===== config.mk =====
export PLATFORM = sky130hd
export DESIGN_NAME = flash_power_mode_sequencer
export DESIGN_NICKNAME = d
export VERILOG_FILES = /design/src/flash_power_pkg.sv /design/src/sync_two_stage.sv /design/src/flash_power_mode_sequencer.sv
export SDC_FILE = /design/constraint.sdc
export NUM_CORES = 1
export LEC_CHECK = 0
export BUFFER_PORTS_ARGS = -buffer_cell sky130_fd_sc_hd__buf_4
export CAP_MARGIN = 0
export CORE_MARGIN = 2
export CORE_UTILIZATION = 33
export DETAILED_ROUTE_END_ITERATION = 8
export PLACE_DENSITY = 0.54
export SYNTH_ARGS = -nofsm -noshare
export SYNTH_HDL_FRONTEND = slang
export SYNTH_SLANG_ARGS = --single-unit

===== constraint.sdc =====
create_clock -name sys_clk -period 4.2 [get_ports sys_clk]
set_clock_uncertainty 0.2 [all_clocks]
set_input_delay 0.21 -clock sys_clk [delete_from_list [all_inputs] [get_ports sys_clk]]
set_output_delay 0.21 -clock sys_clk [all_outputs]
set_load 0.05 [all_outputs]

===== src/flash_power_pkg.sv =====
// constants and state encoding for the flash power mode sequencer
package flash_power_pkg;

	// ----------------------------------------
	// clock and timing
	// ----------------------------------------
	localparam int SYS_CLK_PERIOD_NS = 20;
	localparam int SLEEP_ENTRY_TIME_NS = 10000;
	localparam int SLEEP_WAKE_TIME_US = 300;
	localparam int RESET_PULSE_WIDTH_NS = 200;
	localparam int INITIAL_ACCESS_TIME_NS = 96;
	localparam int CLOCK_STOP_MARGIN_NS = 30;
	localparam int POR_HOLD_TIME_US = 300;

	// least times round up, longest times round down
	localparam int ENTRY_CYCLES = (SLEEP_ENTRY_TIME_NS + SYS_CLK_PERIOD_NS - 1) / SYS_CLK_PERIOD_NS;
	localparam int WAKE_CYCLES = (SLEEP_WAKE_TIME_US * 1000) / SYS_CLK_PERIOD_NS;
	localparam int RESET_PULSE_CYCLES = (RESET_PULSE_WIDTH_NS + SYS_CLK_PERIOD_NS - 1)
		/ SYS_CLK_PERIOD_NS;
	localparam int CLOCK_STOP_CYCLES = (INITIAL_ACCESS_TIME_NS + CLOCK_STOP_MARGIN_NS
		+ SYS_CLK_PERIOD_NS - 1) / SYS_CLK_PERIOD_NS;
	localparam int POR_HOLD_CYCLES = (POR_HOLD_TIME_US * 1000) / SYS_CLK_PERIOD_NS;

	// ----------------------------------------
	// widths and reset values
	// ----------------------------------------
	localparam int TIMER_WIDTH = 16;
	localparam int PULSE_CNT_WIDTH = 8;
	localparam int STOP_CNT_WIDTH = 4;
	localparam int SYNC_BITS = 6;
	localparam logic [SYNC_BITS-1:0] SYNC_RESET = 6'h28;

	// ----------------------------------------
	// power states
	// ----------------------------------------
	typedef enum logic [2:0] {
		ST_POR,
		ST_STANDBY,
		ST_ENTRY,
		ST_SLEEP,
		ST_WAKE
	} power_state_t;

endpackage : flash_power_pkg


===== src/sync_two_stage.sv =====
// two flip-flop synchroniser for asynchronous inputs
`timescale 1ns/1ps
module sync_two_stage #(
	parameter int WIDTH = 1,
	parameter logic [WIDTH-1:0] INIT = '0
) (
	// clock and reset
	input wire logic sysClk,
	input wire logic rstn,
	// data
	input wire logic [WIDTH-1:0] asyncIn,
	output logic [WIDTH-1:0] syncOut
);

	logic [WIDTH-1:0] stage1_reg;

	always_ff @(posedge sysClk or negedge rstn)
	begin
		if (!rstn)
		begin
			stage1_reg <= INIT;
			syncOut <= INIT;
		end
		else
		begin
			stage1_reg <= asyncIn;
			syncOut <= stage1_reg;
		end
	end

endmodule : sync_two_stage


===== src/flash_power_mode_sequencer.sv =====
// power state sequencer: lock-out, power-on reset, deep sleep, active clock stop
`timescale 1ns/1ps
module flash_power_mode_sequencer #(
	parameter int WAKE_TIME_CYCLES = flash_power_pkg::WAKE_CYCLES,
	parameter int POR_TIME_CYCLES = flash_power_pkg::POR_HOLD_CYCLES
) (
	// clock and reset
	input wire logic sys_clk,
	input wire logic rstn,
	// pins from the host
	input wire logic csN,
	input wire logic linkClk,
	input wire logic hwResetN,
	// supply monitors
	input wire logic supplyAboveLockout,
	input wire logic supplyAboveResetLevel,
	input wire logic supplyAtMin,
	// command decoder
	input wire logic sleepEntryCmd,
	input wire logic inAlternateSpace,
	input wire logic transferActive,
	// state outputs
	output logic cmdAccept,
	output logic strobeEnable,
	output logic programEraseEnable,
	output logic sleepActive,
	output logic coldResetStart,
	output logic restoreDefaults,
	// clock stop outputs
	output logic clockStopActive,
	output logic readDataHold,
	output logic transferResume,
	// open-drain system reset
	output logic systemResetOutNOut,
	output logic systemResetOutNOe
);

	// ----------------------------------------
	// state
	// ----------------------------------------
	typedef struct packed {
		flash_power_pkg::power_state_t fsm;
		logic [flash_power_pkg::TIMER_WIDTH-1:0] timer;
		logic [flash_power_pkg::PULSE_CNT_WIDTH-1:0] rpCnt;
		logic [flash_power_pkg::STOP_CNT_WIDTH-1:0] stopCnt;
		logic ckPrev;
		logic dipSeen;
		logic cmdAccept;
		logic strobeEnable;
		logic progErase;
		logic sleepActive;
		logic coldStart;
		logic restore;
		logic clockStop;
		logic resume;
		logic resetOutOe;
	} seq_state_t;

	localparam seq_state_t STATE_RESET = '{
		fsm: flash_power_pkg::ST_POR,
		timer: '0,
		rpCnt: '0,
		stopCnt: '0,
		ckPrev: 1'b0,
		dipSeen: 1'b0,
		cmdAccept: 1'b0,
		strobeEnable: 1'b0,
		progErase: 1'b0,
		sleepActive: 1'b0,
		coldStart: 1'b0,
		restore: 1'b0,
		clockStop: 1'b0,
		resume: 1'b0,
		resetOutOe: 1'b1
	};

	localparam logic [flash_power_pkg::TIMER_WIDTH-1:0] ENTRY_LAST =
		flash_power_pkg::TIMER_WIDTH'(flash_power_pkg::ENTRY_CYCLES - 1);
	localparam logic [flash_power_pkg::TIMER_WIDTH-1:0] WAKE_LAST =
		flash_power_pkg::TIMER_WIDTH'(WAKE_TIME_CYCLES - 1);
	localparam logic [flash_power_pkg::TIMER_WIDTH-1:0] POR_LAST =
		flash_power_pkg::TIMER_WIDTH'(POR_TIME_CYCLES - 1);
	localparam logic [flash_power_pkg::PULSE_CNT_WIDTH-1:0] PULSE_FULL =
		flash_power_pkg::PULSE_CNT_WIDTH'(flash_power_pkg::RESET_PULSE_CYCLES);
	localparam logic [flash_power_pkg::STOP_CNT_WIDTH-1:0] STOP_LAST =
		flash_power_pkg::STOP_CNT_WIDTH'(flash_power_pkg::CLOCK_STOP_CYCLES - 1);

	seq_state_t r_reg;
	seq_state_t r_next;

	// ----------------------------------------
	// input synchronisers
	// ----------------------------------------
	logic [flash_power_pkg::SYNC_BITS-1:0] syncBits;
	logic csNSync;
	logic ckSync;
	logic hwResetNSync;
	logic lockoutOkSync;
	logic resetLevelOkSync;
	logic atMinSync;

	sync_two_stage #(
		.WIDTH(flash_power_pkg::SYNC_BITS),
		.INIT(flash_power_pkg::SYNC_RESET)
	) inputSync (
		.sysClk(sys_clk),
		.rstn(rstn),
		.asyncIn({csN, linkClk, hwResetN, supplyAboveLockout, supplyAboveResetLevel,
			supplyAtMin}),
		.syncOut(syncBits)
	);

	assign {csNSync, ckSync, hwResetNSync, lockoutOkSync, resetLevelOkSync, atMinSync} =
		syncBits;

	logic pulseValid;
	logic dipRecover;
	logic ckEdge;

	assign pulseValid = (r_reg.rpCnt == PULSE_FULL);
	assign dipRecover = r_reg.dipSeen && atMinSync;
	assign ckEdge = ckSync ^ r_reg.ckPrev;

	// ----------------------------------------
	// next state
	// ----------------------------------------
	always_comb
	begin
		r_next = r_reg;
		r_next.coldStart = 1'b0;
		r_next.restore = 1'b0;
		r_next.resume = 1'b0;
		r_next.ckPrev = ckSync;
		// hardware reset pulse width qualification
		if (!hwResetNSync)
		begin
			if (r_reg.rpCnt != PULSE_FULL)
				r_next.rpCnt = r_reg.rpCnt + 1'b1;
		end
		else
			r_next.rpCnt = '0;
		if (!resetLevelOkSync)
			r_next.dipSeen = 1'b1;
		unique case (r_reg.fsm)
			flash_power_pkg::ST_POR:
			begin
				r_next.timer = r_reg.timer + 1'b1;
				if (r_reg.timer == POR_LAST)
					r_next.fsm = flash_power_pkg::ST_STANDBY;
			end
			flash_power_pkg::ST_STANDBY:
			begin
				if (sleepEntryCmd && !inAlternateSpace)
				begin
					r_next.fsm = flash_power_pkg::ST_ENTRY;
					r_next.timer = '0;
				end
			end
			flash_power_pkg::ST_ENTRY:
			begin
				r_next.timer = r_reg.timer + 1'b1;
				if (pulseValid)
					r_next.fsm = flash_power_pkg::ST_STANDBY;
				else if (r_reg.timer == ENTRY_LAST)
					r_next.fsm = flash_power_pkg::ST_SLEEP;
			end
			flash_power_pkg::ST_SLEEP:
			begin
				if (!csNSync || pulseValid)
				begin
					r_next.fsm = flash_power_pkg::ST_WAKE;
					r_next.timer = '0;
				end
			end
			flash_power_pkg::ST_WAKE:
			begin
				r_next.timer = r_reg.timer + 1'b1;
				if (r_reg.timer == WAKE_LAST)
				begin
					r_next.fsm = flash_power_pkg::ST_STANDBY;
					r_next.restore = 1'b1;
				end
			end
			default:
				r_next.fsm = flash_power_pkg::ST_POR;
		endcase
		// supply dip and recovery overrides every state transition
		if (dipRecover)
		begin
			r_next.fsm = flash_power_pkg::ST_POR;
			r_next.timer = '0;
			r_next.coldStart = 1'b1;
			r_next.dipSeen = !resetLevelOkSync;
		end
		// active clock stop during data transfer
		if (!transferActive || r_reg.fsm != flash_power_pkg::ST_STANDBY)
		begin
			r_next.stopCnt = '0;
			r_next.clockStop = 1'b0;
		end
		else if (ckEdge)
		begin
			r_next.stopCnt = '0;
			r_next.clockStop = 1'b0;
			r_next.resume = r_reg.clockStop;
		end
		else if (!ckSync && !r_reg.clockStop)
		begin
			if (r_reg.stopCnt == STOP_LAST)
				r_next.clockStop = 1'b1;
			else
				r_next.stopCnt = r_reg.stopCnt + 1'b1;
		end
		// registered outputs
		r_next.cmdAccept = (r_next.fsm == flash_power_pkg::ST_STANDBY);
		r_next.strobeEnable = (r_next.fsm == flash_power_pkg::ST_STANDBY);
		r_next.progErase = lockoutOkSync && (r_next.fsm == flash_power_pkg::ST_STANDBY);
		r_next.sleepActive = (r_next.fsm == flash_power_pkg::ST_SLEEP);
		r_next.resetOutOe = (r_next.fsm == flash_power_pkg::ST_POR);
	end

	always_ff @(posedge sys_clk or negedge rstn)
	begin
		if (!rstn)
			r_reg <= STATE_RESET;
		else
			r_reg <= r_next;
	end

	// ----------------------------------------
	// outputs
	// ----------------------------------------
	assign cmdAccept = r_reg.cmdAccept;
	assign strobeEnable = r_reg.strobeEnable;
	assign programEraseEnable = r_reg.progErase;
	assign sleepActive = r_reg.sleepActive;
	assign coldResetStart = r_reg.coldStart;
	assign restoreDefaults = r_reg.restore;
	assign clockStopActive = r_reg.clockStop;
	assign readDataHold = r_reg.clockStop;
	assign transferResume = r_reg.resume;
	assign systemResetOutNOut = 1'b0;
	assign systemResetOutNOe = r_reg.resetOutOe;
endmodule : flash_power_mode_sequencer


Word level (Yosys, flattened, before mapping):

Index checks and enable logic that the tools add are counted.

* logic and storage cells: 84
* output and inout bits: 11
* input bits: 11
* bits in registers: 53

* reduce and logical (&&, ||, !) cells: 23
* equal/unequal tests: 16
* bitwise gates (word level): 1
* multiplexer cells: 25
* $add $sub $neg: 3

Operators by type and width (number)
* 19-bit two-way mux: 3
* 16-bit case mux with 3 select lines: 1
* 16-bit by 1-bit adder with 16-bit output, second input constant: 1
* 16-bit by 14-bit equality test with 1-bit output, second input constant: 1
* 16-bit by 9-bit equality test with 1-bit output, second input constant: 1
* 4-bit two-way mux: 4
* 8-bit two-way mux: 2
* 3-bit case mux with 4 select lines: 1
* 1-bit two-way mux: 11
* 3-bit by 2-bit equality test with 1-bit output, second input constant: 3
* 3-bit two-way mux: 3
* 3-bit != test, second input constant: 3
* 8-bit by 1-bit adder with 8-bit output, second input constant: 1
* 8-bit by 4-bit equality test with 1-bit output, second input constant: 1
* 8-bit by 4-bit != test with 1-bit output, second input constant: 1
* 3-bit by 1-bit equality test with 1-bit output, second input constant: 2
* 1-bit logical NOT: 6
* 3-bit logical NOT: 2
* 3-bit nonzero test: 2
* 4-bit by 1-bit adder with 4-bit output, second input constant: 1
* 4-bit by 3-bit equality test with 1-bit output, second input constant: 1
* 1-bit logical AND: 4
* 2-bit AND reduction: 2
* 4-bit nonzero test: 1
* other kinds (9): 10

Longest topological paths before layout:

* word-level depth: 7
* gate-level depth with buffers: 8
* mapped depth without buffers: 7

Modules after synthesis:

A second synthesis with hierarchy kept.

* cells, all modules: 236
* area, all modules: 2483.6 um2

By module, submodules not included
* flash_power_mode_sequencer: sequential area each 1027.2 um2, instances 1, area each 2178.3 um2, cells an instance 224
* sync_two_stage: sequential area each 305.3 um2, instances 1, area each 305.3 um2, cells an instance 12

Worst setup path before layout:

Ideal clock, no wire load.

* path kind: flip-flop to flip-flop
* start: reg r_reg[19] in the netlist's numbering
* end: reg r_reg, in the netlist systemResetOutNOe
* setup time: 0.077 ns
* arrival: 1.764 ns
* path slack: 2.159 ns
* cell stages (with the launch flop): 7
* clock period less this slack: 2.041 ns
* path through: dfrtp_1 > or4_4 > or2_1 > clkbuf_1 > o22ai_2 > o31ai_2 > and2b_1

RTL lines
* start, declared: line flash_power_mode_sequencer.sv:88 `seq_state_t r_reg;`
* start signal, assigned: line flash_power_mode_sequencer.sv:227 `r_reg <= r_next;`

Worst setup path in the final report:

* start: reg r_reg[23] in the netlist's numbering
* end: reg r_reg[35] in the netlist's numbering

* word-level cells in the longest chain between the ends: 3

Ends and longest elaborated chain
* 16-bit by 1-bit adder with 16-bit output: line flash_power_mode_sequencer.sv:147, flash_power_mode_sequencer.sv:161, flash_power_mode_sequencer.sv:177
* 16-bit case mux with 3 select lines: line flash_power_mode_sequencer.sv:144 `unique case (r_reg.fsm)`
* 19-bit two-way mux: line flash_power_mode_sequencer.sv:188 `if (dipRecover)`

Every way passes these cells.
A chain may end at the register's enable or synchronous reset.

==> results.yml <==
layout:
  fin_cells: 365
  multi_input_area_um2: 965
  layout_common_cells: "dfrtp_1 (48), nor2_1 (34), o21ai_0 (22)"
  antenna_cells: 0
  drive_above_1_share_pct: 14.3
  final_common_cell: "dfrtp_1"
  seq_area_mm2: 0.00133
  nets: 281
  syn_to_final_growth_pct: 16.7
  fillers: 725
  stdcell_area_mm2: 0.00280
  largest_register_ffs: 33
global_routing:
  antenna_found_initial: 0
  use_met2_pct: 21.0
  grt_pass1_vias: 1716
  grt.total_usage_pct: 12.9
  grt_use_met1_pct: 17.1
  grt_overflow: 0
  met3_usage_pct: 2.59
  grt_max_degree: 54
  grt_pass1_wl_um: 8020
  top_usage_layer: "met2"
floorplanning:
  std_cell_rows: 31
  dieArea_mm2: 0.00797
  die_x_um: 89.3
  core_area_mm2: 0.00714
  die_h_um: 89.3
  start_util_pct: 33.6
  ios: 22
timing:
  setup_tns_ns: 0
  drv_slew: 0
  slew_headroom_pct: 37.9
  hold_violations: 0
  period_share_pct: 55.5
  setup_viol: 0
  rsz0062_at_grt: "no"
  tightest_slew_ns: 0.923
  setup_ws_ns: 1.87
  final.min_clock_period_ns: 2.33
  fmax_mhz: 429
cts:
  htreeDepth: 2
  cts_tree: "built"
  numCtsBuffers: 5
  clk_pin_slew_worst_paths_ns: 0.11
  clock_sinks: 53
  cts_setup_buffers: 0
  cts_buffer_depth: 2
  cts-root-buf: "clkbuf_8"
  clock_latency_ns: 0.31
run_status:
  status: "finished clean"
worst_setup_path:
  critPathBufInv: 0
  critPathLaunchType: "register"
  critPathRequiredTime_ns: 4.18
  critPathKind: "register to register"
  critPathSlowestCell: "nor4_1"
  slowest_delay_ns: 0.71
  path_cells: "ha_1, nand4_1, nor4_1, a31oi_1, o21ai_0, o31ai_1"
  critPathCaptureType: "register"
  critPathMaxFanout: 6
  path_delay_family: "simple AND/OR/NAND/NOR gates"
  cp.arrival_ns: 2.32
logic_synthesis:
  yosys.cell_types.count: 46
  synthCells: 239
  seq_area_frac_synth_pct: 55.5
  synth_edf_count: 0
  synth_nets: 255
  synth_seq_cells: 53
  ys.flop_type: "dfrtp_1"
  syn_area_mm2: 0.00240
  async_reset_ff_share_pct: 100
  ys.warnings.count: 0
  syn_avg_cell_area_um2: 10.0
route:
  drc: 0
  ant_nets: 0
  vias: 1777
  vias_per_cell: 4.87
  firstDrtPassIters: 4
  wl_per_cell_um: 12.7
  drt_iter0_markers: 75
  postRouteWirelength_um: 4650
placement:
  gp_congestion: 0.734
  placed_cell_area_mm2: 0.00263
  io_buffers: 20
  dpl_worst_slack_ns: 1.90
  dp_hpwl_um: 3100
  placed_cells: 349
worst_hold_path:
  min_path_type: "primary input to register"
power_and_ir_drop:
  p_leak_nw: 1.25
  power_density_mw_per_mm2: 344
  peakVddDrop_mv: 0.111
job:
  max-cap-violations: 0
==> kinds of logic (layout without fill, tap and decap cells) <==
logic type,after synthesis,after routing,synth area share [%]
adder cells (fa/ha/maj),5,5,2.61
XOR/XNOR,12,12,4.38
AND/OR/NAND/NOR,95,95,20.4
AO/OA/AOI/OAI,49,49,12.3
flip-flops,53,53,55.5
buffers and inverters,23,50,4.27
multiplexers,1,1,0.417
other,1,1,0.156
==> worst register-to-register path, stage by stage, from the launching register on <==
cell and delay (ns):
dfrtp_1 0.43, ha_1 0.28, nand4_1 0.18, nor4_1 0.71, a31oi_1 0.15, o21ai_0 0.17, o31ai_1 0.09
==> cell usage after synthesis, types with 2 or more instances <==
cell type,n,area (um2)
and3_1,3,18.8
nand3_1,8,40.0
nand4_1,7,43.8
dfstp_2,5,131
nor4_1,3,18.8
inv_1,13,48.8
buf_4,4,30.0
and2_1,2,12.5
nand3b_1,3,22.5
clkbuf_1,4,15.0
xnor2_1,7,61.3
nor3_1,5,25.0
or4_1,2,15.0
dfrtp_1,48,1200
o31ai_1,3,22.5
nand2_1,15,56.3
a21oi_1,10,50.1
and3b_1,2,17.5
nor2_1,34,128
xor2_1,5,43.8
a31oi_1,6,37.5
o21ai_0,22,110
ha_1,5,62.6
==> metrics by stage <==
stage	util, %	hold slack [ns]	total power, mW
floorplan	-	-0.286	0.634
global placement	36.8	0.103	0.666
detailed placement	36.8	0.101	0.667
CTS	39.3	0.101	0.978
global route	39.3	0.151	1.01
finish	39.3	0.0981	0.964
==> power by group <==
part           total, mW  internal, mW  switching [mW]
sequential         0.576         0.539          0.0368
combinational     0.0860        0.0387          0.0474
clock              0.302         0.121           0.182
total              0.964         0.699           0.266
==> metal layers <==
| metal | wire length [um] | up-vias | part of all wire, % |
|---|---|---|---|
| met2 | 2230 | 25 | 48 |
| li1 | - | 877 | - |
| met4 | 64 | 0 | 1.4 |
| met3 | 111 | 5 | 2.4 |
| met5 | 0 | - | 0 |
| met1 | 2250 | 870 | 48 |
==> path summary, 6_finish.rpt <==
kind                                    startpoint  depth (start not counted)                    to  slack, ns
hold / removal                    inAlternateSpace                          4             r_reg[40]        0.1
setup / recovery                         r_reg[23]                          6             r_reg[35]       1.87
setup reg to reg                         r_reg[23]                          6             r_reg[35]       1.87
max in group asynchronous                     rstn                          2             r_reg[16]       3.08
min in group asynchronous                     rstn                          2             r_reg[29]       0.28
hold reg to reg            inputSync.stage1_reg[0]                          0  inputSync.syncOut[0]       0.16
==> area by class of cell <==
cell class	count	share of cell area, %
tap	99	4.42
inverter	13	1.74
clock buffer	5	2.46
clock inverter	3	0.893
timing repair buffer	29	8.49
multi-input combinational	163	34.4
sequential	53	47.6
==> timing repair <==
item,CTS,global route
hold endpoints to repair,55,0
resized for setup,0,0
hold buffers,8,0
Power figures use the tool's default switching activity.
